<file path="config.mk">
export PLATFORM = sky130hd
export DESIGN_NAME = port_pin_state_gpio
export DESIGN_NICKNAME = d
export VERILOG_FILES = /design/src/logic/pin_sync.v /design/src/logic/port_pin_state_gpio.v
export VERILOG_INCLUDE_DIRS = /design/src /design/src/logic
export SDC_FILE = /design/constraint.sdc
export NUM_CORES = 1
export LEC_CHECK = 0
export BUFFER_PORTS_ARGS = -buffer_cell sky130_fd_sc_hd__buf_2
export CORE_MARGIN = 2
export CORE_UTILIZATION = 58
export CTS_CLUSTER_SIZE = 40
export DETAILED_ROUTE_END_ITERATION = 7
export MAX_ROUTING_LAYER = met4
export PLACE_DENSITY = 0.85
export SLEW_MARGIN = 0
export SYNTH_ARGS = -nofsm -noshare
export SYNTH_HDL_FRONTEND = slang
export SYNTH_HIERARCHICAL = 1
export SYNTH_SLANG_ARGS = --single-unit
</file>
<file path="constraint.sdc">
create_clock -name sys_clk -period 2.1 [get_ports sys_clk]
set_clock_uncertainty 0.05 [all_clocks]
set_input_delay 0.105 -clock sys_clk [delete_from_list [all_inputs] [get_ports sys_clk]]
set_output_delay 0.105 -clock sys_clk [all_outputs]
set_load 0.03 [all_outputs]
</file>
<file path="src/logic/port_pin_state_map.vh">
// Register offsets, reset values and timer field codes for the eight-bit port.
`ifndef PORT_PIN_STATE_MAP_VH
`define PORT_PIN_STATE_MAP_VH

// ==========================================================================
// Register offsets (lower 16 bits of the address)
`define PORT_DIRECTION_OFFS    16'hFEB0
`define PORT_PIN_STATE_OFFS    16'hFF50
`define PORT_OUTPUT_DATA_OFFS  16'hFF60

// ==========================================================================
// Reset values and fixed read answers
`define PORT_DIRECTION_RST     8'h00
`define PORT_OUTPUT_DATA_RST   8'h00
`define PORT_DIRECTION_RDVAL   8'hFF
`define PORT_UNMAPPED_RDVAL    8'h00
`define PORT_READ_IDLE         8'h00

// ==========================================================================
// Pin seven and field positions
`define PIN7_BIT               7
`define IO_B_CAPTURE_BIT       3
`define IO_B_EDGE_HI           1
`define IO_B_EDGE_LO           0

// ==========================================================================
// Timer field codes
`define MODE_NORMAL            4'h0
`define MODE_GROUP_HI          3
`define MODE_GROUP_LO          2
`define MODE_GROUP_CODE        2'h1
`define MODE_PWM1              4'h2
`define MODE_PWM2              4'h3
`define IO_B_NO_EDGE           2'h0
`define CLEAR_BY_B             2'h2
`define PRESCALE_EXT_D         3'h7

`endif

</file>
<file path="src/logic/pin_sync.v">
// Three-stage synchroniser with agreement filter for asynchronous pin levels.
module pin_sync #(
	parameter WIDTH = 8
) (
	// Clock, reset and enable
	input  wire             sys_clk,
	input  wire             rst,
	input  wire             clk_en,
	// Asynchronous levels in, filtered levels out
	input  wire [WIDTH-1:0] async_in,
	output reg  [WIDTH-1:0] level_r
);

	reg [WIDTH-1:0] stage1_r;
	reg [WIDTH-1:0] stage2_r;
	reg [WIDTH-1:0] stage3_r;
	integer         i;

	// ======================================================================
	// Synchroniser chain
	// Only the second stage reads the first; the filter looks at stages two
	// and three so that a metastable first stage never reaches software.
	always @(posedge sys_clk) begin
		if (rst) begin
			stage1_r <= {WIDTH{1'b0}};
			stage2_r <= {WIDTH{1'b0}};
			stage3_r <= {WIDTH{1'b0}};
			level_r  <= {WIDTH{1'b0}};
		end else if (clk_en) begin
			stage1_r <= async_in;
			stage2_r <= stage1_r;
			stage3_r <= stage2_r;
			for (i = 0; i < WIDTH; i = i + 1) begin
				if (stage2_r[i] == stage3_r[i]) begin
					level_r[i] <= stage3_r[i];
				end
			end
		end
	end

endmodule // pin_sync

</file>
<file path="src/logic/port_pin_state_gpio.v">
// Eight-bit general purpose port with pin seven shared by timer and pulse units.
//
// What this block does
// - Pin functions identical in every operating mode.
// - Direction bit 1 output, 0 input.
// - Direction register write-only; reads return 8'hFF.
// - Direction cleared by power-on, hardware standby.
// - Output data register eight-bit read/write.
// - Output data cleared by power-on, hardware standby.
// - Pin-state register read-only, writes ignored.
// - Pin-state read mixes output data and pins.
// - Pin-state held through manual reset, software standby.
// - Manual reset leaves pins to direction, data.
// - Timer output B owns pin seven first.
// - Otherwise input, general output or pulse output.
// - Capture input B on mode and field.
// - External clock D by prescaler code 111.
// - External clock D when channels 2 and 4 both phase count.
// - Compare output codes in normal modes.
// - PWM mode 2 output unless cleared by B.
`include "port_pin_state_map.vh"

module port_pin_state_gpio #(
	parameter WIDTH = 8
) (
	// Clock, power-on reset and clock enable
	input  wire             sys_clk,
	input  wire             rst,
	input  wire             clk_en,
	// Power state controls
	input  wire             manual_rst,
	input  wire             hw_standby,
	input  wire             sw_standby,
	// Register port
	input  wire [15:0]      addr,
	input  wire [WIDTH-1:0] wdata,
	input  wire             wr,
	input  wire             rd,
	output reg  [WIDTH-1:0] rdata,
	// Timer channel 2 settings and output level
	input  wire [3:0]       timer_mode_field,
	input  wire [3:0]       io_control_b_field,
	input  wire [1:0]       counter_clear_field,
	input  wire             timer2_out_b,
	// Prescaler settings of channels 0 and 5, phase counting of 2 and 4
	input  wire [2:0]       prescaler_select_ch0,
	input  wire [2:0]       prescaler_select_ch5,
	input  wire             ch2_phase_count,
	input  wire             ch4_phase_count,
	// Pulse output 15
	input  wire             pulse_out15_enable,
	input  wire             pulse_output_15,
	// Pins
	input  wire [WIDTH-1:0] pin_in,
	output reg  [WIDTH-1:0] pin_out,
	output reg  [WIDTH-1:0] pin_oe,
	// Pin seven towards the timer
	output reg              timer2_io_b,
	output reg              timer2_capture_en,
	output reg              ext_clock_d,
	output reg              ext_clock_d_en
);

	// ======================================================================
	// Decode helpers

	// True for timer mode 0000 or 01xx.
	function normal_mode;
		input [3:0] mode;
		begin
			normal_mode = (mode == `MODE_NORMAL) ||
				(mode[`MODE_GROUP_HI:`MODE_GROUP_LO] == `MODE_GROUP_CODE);
		end
	endfunction

	// True for an access strobe that hits the given offset.
	function hit;
		input        strobe;
		input [15:0] a;
		input [15:0] offs;
		begin
			hit = strobe && (a == offs);
		end
	endfunction

	// True when the edge bits of an I/O control field ask for an output.
	function edge_code_set;
		input [3:0] code;
		begin
			edge_code_set = (code[`IO_B_EDGE_HI:`IO_B_EDGE_LO] != `IO_B_NO_EDGE);
		end
	endfunction

	// True for a prescaler code that selects external clock D.
	function prescale_ext;
		input [2:0] code;
		begin
			prescale_ext = (code == `PRESCALE_EXT_D);
		end
	endfunction

	// ======================================================================
	// State
	reg  [WIDTH-1:0] port_direction_r;
	reg  [WIDTH-1:0] port_direction_nxt;
	reg  [WIDTH-1:0] port_output_data_r;
	reg  [WIDTH-1:0] port_output_data_nxt;
	reg  [WIDTH-1:0] port_pin_state_r;
	reg  [WIDTH-1:0] port_pin_state_nxt;
	reg  [WIDTH-1:0] rdata_nxt;
	reg  [WIDTH-1:0] pin_out_nxt;
	reg  [WIDTH-1:0] pin_oe_nxt;
	reg              units_held_r;
	wire [WIDTH-1:0] pin_level;
	wire             clear_regs;
	reg              timer_drives;
	reg              compare_sel;
	reg              pwm2_sel;
	reg              units_idle;
	reg              capture_sel;
	reg              ext_clk_sel;
	reg              pulse_drives;
	wire             dir_wr_hit;
	wire             data_wr_hit;

	// Power-on reset and hardware standby share one clear path.
	assign clear_regs = rst || hw_standby;

	// Write decode for the two writable registers.
	assign dir_wr_hit  = hit(wr, addr, `PORT_DIRECTION_OFFS);
	assign data_wr_hit = hit(wr, addr, `PORT_OUTPUT_DATA_OFFS);

	// ======================================================================
	// Pin synchroniser
	// pins synchronised first
	pin_sync #(
		.WIDTH    (WIDTH)
	) u_pin_sync (
		.sys_clk  (sys_clk),
		.rst      (rst),
		.clk_en   (clk_en),
		.async_in (pin_in),
		.level_r  (pin_level)
	);

	// ======================================================================
	// Register write path
	always @* begin
		port_direction_nxt   = port_direction_r;
		port_output_data_nxt = port_output_data_r;
		if (dir_wr_hit) begin
			port_direction_nxt = wdata;
		end
		if (data_wr_hit) begin
			port_output_data_nxt = wdata;
		end
	end

	always @(posedge sys_clk) begin
		if (clear_regs) begin
			port_direction_r   <= `PORT_DIRECTION_RST;
			port_output_data_r <= `PORT_OUTPUT_DATA_RST;
		end else if (clk_en) begin
			// Manual reset and software standby leave both registers alone.
			port_direction_r   <= port_direction_nxt;
			port_output_data_r <= port_output_data_nxt;
		end
	end

	// ======================================================================
	// Pin-state capture
	always @* begin
		port_pin_state_nxt = (port_direction_r & port_output_data_r) |
			(~port_direction_r & pin_level);
	end

	always @(posedge sys_clk) begin
		if (rst) begin
			port_pin_state_r <= `PORT_OUTPUT_DATA_RST;
		end else if (clk_en) begin
			// held in manual reset, software standby
			if (!(manual_rst || sw_standby) || hw_standby) begin
				port_pin_state_r <= port_pin_state_nxt;
			end
		end
	end

	// ======================================================================
	// Register read path
	// Read data stand for exactly the cycle after the strobe and are idle
	// otherwise, so a stale value can never be mistaken for an answer.
	always @* begin
		rdata_nxt = `PORT_READ_IDLE;
		if (rd) begin
			case (addr)
				`PORT_DIRECTION_OFFS:   rdata_nxt = `PORT_DIRECTION_RDVAL;
				`PORT_OUTPUT_DATA_OFFS: rdata_nxt = port_output_data_r;
				`PORT_PIN_STATE_OFFS:   rdata_nxt = port_pin_state_r;
				default:                rdata_nxt = `PORT_UNMAPPED_RDVAL;
			endcase
		end
	end

	always @(posedge sys_clk) begin
		if (rst) begin
			rdata <= `PORT_READ_IDLE;
		end else if (clk_en) begin
			rdata <= rdata_nxt;
		end
	end

	// ======================================================================
	// Manual reset hold of the timer and pulse units
	// The timer and pulse units are reset by a manual reset; their settings for
	// pin seven drive are taken as idle through the first cycle after it ends.
	always @(posedge sys_clk) begin
		if (rst) begin
			units_held_r <= 1'b0;
		end else if (clk_en) begin
			units_held_r <= manual_rst;
		end
	end

	// ======================================================================
	// Pin seven function decode
	// no operating mode input
	// The decode looks only at timer, pulse and direction settings, so the
	// same pin assignment holds whatever mode the chip was started in.

	always @* begin
		compare_sel = 1'b0;
		if (normal_mode(timer_mode_field)) begin
			compare_sel = !io_control_b_field[`IO_B_CAPTURE_BIT] &&
				edge_code_set(io_control_b_field);
		end
	end

	always @* begin
		pwm2_sel = 1'b0;
		if (timer_mode_field == `MODE_PWM2) begin
			pwm2_sel = edge_code_set(io_control_b_field) &&
				(counter_clear_field != `CLEAR_BY_B);
		end
		// Mode 0010 and all other modes except the normal ones and PWM mode 2 (0011) leave the pin to the port.
	end

	// manual reset idles units
	// The extra cycle covers the first edge after release, when the units
	// have only just left their own reset.
	always @* begin
		units_idle = manual_rst || units_held_r;
	end

	always @* begin
		timer_drives = 1'b0;
		if (!units_idle) begin
			timer_drives = compare_sel || pwm2_sel;
		end
	end

	always @* begin
		capture_sel = normal_mode(timer_mode_field) &&
			io_control_b_field[`IO_B_CAPTURE_BIT];
	end

	always @* begin
		ext_clk_sel = prescale_ext(prescaler_select_ch0) ||
			prescale_ext(prescaler_select_ch5);
		if (ch2_phase_count && ch4_phase_count) begin
			ext_clk_sel = 1'b1;
		end
	end

	always @* begin
		pulse_drives = pulse_out15_enable && !units_idle;
	end

	// ======================================================================
	// Pin drive
	// Outputs are registered, so a written register reaches the pins one
	// cycle after it is stored; the trade buys glitch-free pin drive.
	always @* begin
		pin_oe_nxt  = port_direction_r;
		pin_out_nxt = port_output_data_r;
		if (timer_drives) begin
			pin_oe_nxt[`PIN7_BIT]  = 1'b1;
			pin_out_nxt[`PIN7_BIT] = timer2_out_b;
		end else if (port_direction_r[`PIN7_BIT] && pulse_drives) begin
			pin_out_nxt[`PIN7_BIT] = pulse_output_15;
		end
	end

	always @(posedge sys_clk) begin
		if (rst) begin
			pin_out <= `PORT_OUTPUT_DATA_RST;
			pin_oe  <= `PORT_DIRECTION_RST;
		end else if (clk_en) begin
			pin_out <= pin_out_nxt;
			pin_oe  <= pin_oe_nxt;
		end
	end

	// ======================================================================
	// Pin seven towards the timer
	// Both inputs carry the same filtered level; the enables tell the timer
	// whether to use it, so edges seen while unselected do no harm.
	always @(posedge sys_clk) begin
		if (rst) begin
			timer2_io_b       <= 1'b0;
			timer2_capture_en <= 1'b0;
			ext_clock_d       <= 1'b0;
			ext_clock_d_en    <= 1'b0;
		end else if (clk_en) begin
			timer2_io_b       <= pin_level[`PIN7_BIT];
			timer2_capture_en <= capture_sel;
			ext_clock_d       <= pin_level[`PIN7_BIT];
			ext_clock_d_en    <= ext_clk_sel;
		end
	end

endmodule // port_pin_state_gpio

</file>
==> results by group, run 1 <==
Power and ir drop
  • Worst VDD drop: 410 uV
  • Internal: 2350 uW
  • P_sw: 752 uW
  • Overall Power: 3100 uW
  • Comb power frac: 10.1%
  • Pwr/cell area: 658 nW/um^2
  • P_leak: 0.00190 uW
  • Reg power frac: 53.0%
  • Clock power share: 36.9%
  • Sw frac: 24.3%

Global routing
  • Number of global-route vias before repair: 3087
  • Tot GR Track Use: 24.8%
  • Grt total ovfl: 0
  • First-pass GRT wire length: 14200 um
  • Largest net degree at the start of global routing: 77
  • Antenna violations before repair: 0

Route
  • Met3 wire len: 519 um
  • Routed wire length: 8770 um
  • Met2 WL: 4140 um
  • DRT Pass-1 Iters: 5
  • Drc violations: 0
  • Vias per std cell: 5.76
  • Highest metal used: met4
  • DR vias: 3297
  • Routed wire per std cell: 15.3 um
  • DR iter-0 viols: 302
  • M1 WL: 3930 um
  • Antenna viol nets, final: 0

Critical path
  • Critical path, cell by cell: dlygate4sd3_1, buf_2, nor2_1, o21a_1, nor2_1, a211oi_1
  • Crit path kind: in2reg
  • Setup slack, reg-to-reg: 850 ps
  • Worst Setup Start Kind: input pin
  • Critical Path End Type: register
  • CP peak stage delay: 530 ps
  • R2R cell count: 3
  • Worst path required time: 2320 ps
  • Worst r2r dst: pin_out[7]
  • CP Buf/Inv Count: 2
  • CP dominant cell by count: nor2_1
  • RR Startpoint: units_held_r
  • Crit path max-delay family: compound AO/OA/AOI/OAI gates
  • Arrival time worst endpoint: 1670 ps
  • CP max FO: 16
  • Slowest CP cell: dlygate4sd3_1

Final layout
  • Commonest non-fill, non-tap cell in the layout: buf_2
  • Post-route cell area: 4710 um^2
  • Leading cell types in the layout, fill and taps excluded: buf_2 (87), dfxtp_1 (84), nor2_1 (53), mux2i_1 (49), a21oi_1 (26)
  • Area growth, synth to finish: 19.8%
  • Layout cell share with drive strength beyond 1: 28.5%
  • Nets: 549
  • Final Instance Count excl. Fillers: 572
  • N_diodes: 0

STA
  • Rel. slew slack: 63.1%
  • Pins Over Slew Limit: 0
  • Measured slew at the worst slew-check pin: 554 ps
  • Hold_ws: 56.4 ps
  • Fmax: 0.693 GHz
  • RSZ-0062 raised after global routing: no
  • Tmin final: 1440 ps
  • Setup Total Neg Slack: 0 ps
  • Period utilization: 68.8%
  • Final setup fails: 0
  • Final hold vios: 0

Synth
  • Mapped Cells: 394
  • Yosys reg bits: 84
  • Mapped cell area: 3930 um^2
  • Sequential element share of the synthesized area: 42.7%
  • Ys flop type: dfxtp_1
  • Distinct cell type count after synthesis: 49
  • Post-synth EDFFs: 0
  • Syn nets: 455
  • Post-synth ARST share: 0%
  • Synthesized area per cell: 9.98 um^2
  • Ys Warns: 6

Floorplan
  • Rows: 30
  • Initial Util: 58.9%
  • Die Wd: 86.4 um
  • I/O pins: 89
  • Total die area: 7460 um^2
  • Core area: 6680 um^2
  • Die height: 86.4 um

Clock tree
  • Clock Tree Buf Depth: 2
  • Clk slew on worst S/H paths: 90 ps
  • Num CTS Buffers: 9
  • Sinks on Clock Net: 84
  • Clock latency on the worst-skew pair: 360 ps
  • CTS tree: yes
  • Post-CTS Resized: 0
  • H-tree depth: 3
  • Clock Tree Root: clkbuf_8

Worst hold path
  • Hold Path Origin: wr
  • Hold Crit Endpoint: port_direction_r[3]
  • Hold Path Class: in2reg
  • Hold path cells: 3

Place
  • Post-DP Area: 4330 um^2
  • Number of port buffers: 87
  • Dpl cells: 538
  • Detail Placement HPWL: 5950 um
  • Final GP Congestion: 0.978

Flow run
  • Max cap viols: 0

Run status
  • Status: finished clean
## power groups by stage
stage / Clock (uW) / Combinational [uW] / Sequential, uW
2_1_floorplan: 0 / 186 / 1680
3_3_place_gp: 0 / 275 / 1680
3_5_place_dp: 0 / 283 / 1680
4_1_cts: 1160 / 311 / 1640
5_1_grt: 1230 / 340 / 1650
6_report: 1140 / 312 / 1640
## synthesized netlist by cell type (all sizes together) (2+ instances only)
master | count | share of area (%)
and2 | 4 | 0.67
nor2b | 11 | 3.3
a221oi | 7 | 1.6
nor3 | 3 | 0.67
and3 | 2 | 0.32
nor2 | 53 | 5.1
nand2 | 13 | 1.2
nand3 | 15 | 2.0
a31oi | 2 | 0.32
buf | 19 | 3.7
nor4 | 4 | 1.8
inv | 10 | 0.95
dfxtp | 84 | 43
a22o | 8 | 1.8
mux2i | 49 | 12
nand4bb | 5 | 2.3
o32ai | 10 | 3.8
nand4 | 9 | 1.4
nand2b | 8 | 1.3
o21ai | 16 | 2.0
a211oi | 16 | 3.6
a21oi | 26 | 3.3
clkbuf | 8 | 0.76
## worst max path at each step
stage                     from                     to  slack [ps]  cells past startpoint
finish              manual_rst    port_pin_state_r[2]         660                      6
global route        manual_rst    port_pin_state_r[2]         520                      6
CTS                 manual_rst    port_pin_state_r[2]         670                      6
detailed placement     addr[0]  port_output_data_r[0]         410                      5
global placement       addr[0]  port_output_data_r[4]         460                      5
floorplan              addr[0]  port_output_data_r[5]         690                      6
## layout make-up
class                   instances  area, um^2
multi-input cells             272        2030
fillers                       497        1970
flip-flops and latches         84        1680
repair buffers                111         676
clock buffers                  11         141
well taps                      80         100
clock inverters                 4        50.0
inverters                      10        37.5
## per-layer routing
layer	track usage, %	up-vias
li1	-	1618
met1	29.3	1554
met2	40.7	109
met3	6.57	16
met4	8.81	0
met5	-	-
## logic make-up (layout without fill, tap and decap cells)
kind of cell    after synthesis  after routing  share of synthesized area [%]
flops                        84             84                           42.7
buf+inv                      38            136                           5.72
mux                          49             49                           12.5
simple gates                133            133                           21.3
compound gates               90             90                           17.7
## worst min-delay path: stages
cell and delay (ps):
buf_2 160, nand4_1 100, a21oi_1 50
## per-stage QoR
stage | setup slack (ps) | utilization (%)
after detailed placement | 414 | 64.8
final | 656 | 70.5
after global routing | 519 | 70.5
after floorplan | 689 | -
after global placement | 464 | 64.8
after CTS | 665 | 70.5
## timing repair
item / CTS / global route
hold buffers: 19 / 0
buffers inserted: 0 / 0
endpoints found under the hold margin: 26 / 0
Note: power is estimated with default switching activity, not from simulation.
==> run 2, diff against run 1 <==
--- a/config.mk
+++ b/config.mk
@@ -6,13 +6,14 @@
 export SDC_FILE = /design/constraint.sdc
 export NUM_CORES = 1
 export LEC_CHECK = 0
+export ABC_AREA = 1
 export BUFFER_PORTS_ARGS = -buffer_cell sky130_fd_sc_hd__buf_2
 export CORE_MARGIN = 2
-export CORE_UTILIZATION = 58
+export CORE_UTILIZATION = 48
 export CTS_CLUSTER_SIZE = 40
 export DETAILED_ROUTE_END_ITERATION = 7
 export MAX_ROUTING_LAYER = met4
-export PLACE_DENSITY = 0.85
+export PLACE_DENSITY = 0.76
 export SLEW_MARGIN = 0
 export SYNTH_ARGS = -nofsm -noshare
 export SYNTH_HDL_FRONTEND = slang
==> constraint.sdc (replaced) <==
create_clock -name sys_clk -period 1.22 [get_ports sys_clk]
set_clock_uncertainty 0.05 [all_clocks]
set_input_delay 0.061 -clock sys_clk [delete_from_list [all_inputs] [get_ports sys_clk]]
set_output_delay 0.061 -clock sys_clk [all_outputs]
set_load 0.03 [all_outputs]
==> run 2 against run 1 <==
Area after synthesis down 5.6%. Core utilization shrank 8.7 points. Combinational power is 110% higher. First-iteration DRC count decreased by 53%. Flip-flop and latch count stayed put. Sequential share of layout area is 0.085 points higher. Critical path depth did not move. Global-route usage down 4.2 points. Highest routed layer unchanged.
==> results by group, run 2 <==
Synth
  • Post-synth top cells: dfxtp_1 (84), nand2_1 (68), o21ai_0 (54)
  • Synth Area in Compound Gates: 20.0%
  • Yosys reg bits: 84
  • Share of the synthesized area in the top cell type: 45.3%
  • Post-synthesis mux area share: 0%
  • Synthesized area per cell: 7.82 um^2
  • Main combinational cell family by area after synthesis: simple AND/OR/NAND/NOR gates
  • Post-synth EDFFs: 0
  • Post-synth ARST share: 0%
  • Post-Synth XOR/XNOR Area: 0%
  • Ys Warns: 6
  • Most numerous cell in the Yosys netlist: dfxtp_1
  • Cells taking the most area after synthesis: dfxtp_1 (45%), o21ai_0 (7.3%), nand2_1 (6.9%)
  • Area share of fa/ha/maj cells after synthesis: 0%
  • Distinct cell type count after synthesis: 31
  • Syn nets: 536
  • Mapped Cells: 475
  • Simple-Gate Fraction of Synth Area: 24.2%
  • Sequential element share of the synthesized area: 45.3%
  • Post-synth top area cell: dfxtp_1
  • Mapped cell area: 3710 um^2
  • Ys flop type: dfxtp_1

Final layout
  • Area growth, synth to finish: 26.6%
  • Final Instance Count excl. Fillers: 696
  • N_diodes: 0
  • Leading cell types in the layout, fill and taps excluded: buf_2 (87), dfxtp_1 (84), nand2_1 (68), o21ai_0 (52)
  • Commonest non-fill, non-tap cell in the layout: buf_2
  • Area of the multi-input gates: 1640 um^2
  • Layout cell share with drive strength beyond 1: 28.8%
  • Filler cell count: 675
  • Nets: 650
  • Sequential cell area: 1680 um^2

Clock tree
  • Clock Tree Root: clkbuf_8
  • Clock Tree Buf Depth: 2
  • Clock latency on the worst-skew pair: 360 ps
  • Clk slew on worst S/H paths: 90 ps
  • Setup Buffers After CTS: 0
  • Sinks on Clock Net: 84
  • CTS tree: yes
  • H-tree depth: 3
  • Num CTS Buffers: 9

Route
  • Vias per std cell: 5.00
  • Routed wire length: 8470 um
  • DR iter-0 viols: 141
  • DRT Pass-1 Iters: 4
  • Antenna viol nets, final: 0
  • DR vias: 3483
  • Routed wire per std cell: 12.2 um
  • Drc violations: 0

Critical path
  • Crit path kind: in2reg
  • Critical path, cell by cell: dlygate4sd3_1, buf_2, inv_2, buf_12, o21ai_0, a21oi_1
  • Slowest CP cell: dlygate4sd3_1
  • CP peak stage delay: 530 ps
  • Critical Path End Type: register
  • CP max FO: 21
  • Worst Setup Start Kind: input pin
  • Arrival time worst endpoint: 1380 ps
  • Worst path required time: 1440 ps

STA
  • Fmax: 0.860 GHz
  • Period utilization: 95.3%
  • Rel. slew slack: 81.6%
  • Final setup fails: 0
  • Tmin final: 1160 ps
  • Final hold vios: 0
  • Setup Total Neg Slack: 0 ps
  • Pins Over Slew Limit: 0
  • Measured slew at the worst slew-check pin: 276 ps
  • RSZ-0062 raised after global routing: no

Global routing
  • Tot GR Track Use: 20.6%
  • Grt total ovfl: 0
  • Number of global-route vias before repair: 3103
  • Largest net degree at the start of global routing: 62
  • First-pass GRT wire length: 13700 um
  • Antenna violations before repair: 0

Floorplan
  • Core area: 7610 um^2
  • I/O pins: 89
  • Die Wd: 92.0 um
  • Die height: 92.0 um
  • Rows: 32
  • Total die area: 8460 um^2
  • Initial Util: 48.8%

Place
  • Final GP Congestion: 0.855
  • Detail Placement HPWL: 5700 um
  • Dpl cells: 651
  • Number of port buffers: 87

Flow run
  • Max cap viols: 0

Worst hold path
  • Hold Path Class: in2reg

Power and ir drop
  • Pwr/cell area: 1130 nW/um^2
  • Worst VDD drop: 580 uV
  • P_leak: 0.00202 uW
  • Overall Power: 5320 uW

Run status
  • Status: finished clean
-- run 2: changes by cell type after synthesis, sizes merged, moves of 8 or more --
cell and delta:
a211oi -16, a21oi +30, a22o -8, a31oi +8
inv +38, mux2i -49, nand2 +69, nand2b -8
nand3 +25, nor2b -11, o21ai +51, o32ai -10
-- run 2: what timing repair did --
item | in CTS | in global routing
endpoints found under the setup margin | 0 | 6
gates resized for setup | 0 | 4
hold buffers | 29 | 1
endpoints found under the hold margin | 36 | 1
-- run 2: layout make-up --
class | instances | area share [%]
Multi-Input combinational cell | 316 | 35.0
Clock buffer | 9 | 2.63
Timing Repair Buffer | 128 | 18.7
Inverter | 50 | 4.12
Tap cell | 102 | 2.71
Sequential cell | 84 | 35.8
Clock inverter | 7 | 1.12
-- run 2: report_power, final --
group          total, uW  internal [uW]  switching, uW
registers           2890           2840           50.0
logic                665            285            380
clock network       1760            748           1010
-- run 2: critical path: cells and delay by family --
family	cells	cell delay, ps
AOI/OAI and AO/OA	2	310
buffers and inverters	4	1000
-- run 2: through the flow --
| step | setup slack (ps) | hold WS (ps) | cell area (um^2) | util [%] |
|---|---|---|---|---|
| floorplan | 174 | 146 | 3710 | - |
| global placement | 18.3 | 232 | 4230 | 55.6 |
| detailed placement | -13.2 | 239 | 4230 | 55.6 |
| CTS | 41.9 | 29.1 | 4700 | 61.8 |
| global route | 0.412 | 21.8 | 4700 | 61.8 |
| finish | 57.5 | 17.3 | 4700 | 61.8 |
-- run 2: cell families after synthesis --
family	after synthesis
DFF	84
buffers and inverters	75
and+or+nand+nor	181
AOI/OAI and AO/OA	135
-- run 2: worst paths after layout --
kind | slack, ps | cells after the start | to | startpoint
setup reg to reg | 140 | 7 | pin_out[7] | units_held_r
hold reg to reg | 410 | 2 | u_pin_sync/stage3_r[2] | u_pin_sync/stage3_r[2]
hold / removal | 20 | 4 | timer2_capture_en | timer_mode_field[0]
setup / recovery | 60 | 6 | pin_out[1] | rst
-- run 2: metal layers --
layer  part of all wire [%]  track usage, %  vias to the layer above  routed length (um)
met4                   0.72            9.95                        0                  61
met3                    4.9            3.20                        4                 412
li1                       -               -                     1787                   -
met2                     49            33.6                       94                4170
met5                      0               -                        -                   0
met1                     45            25.0                     1598                3830
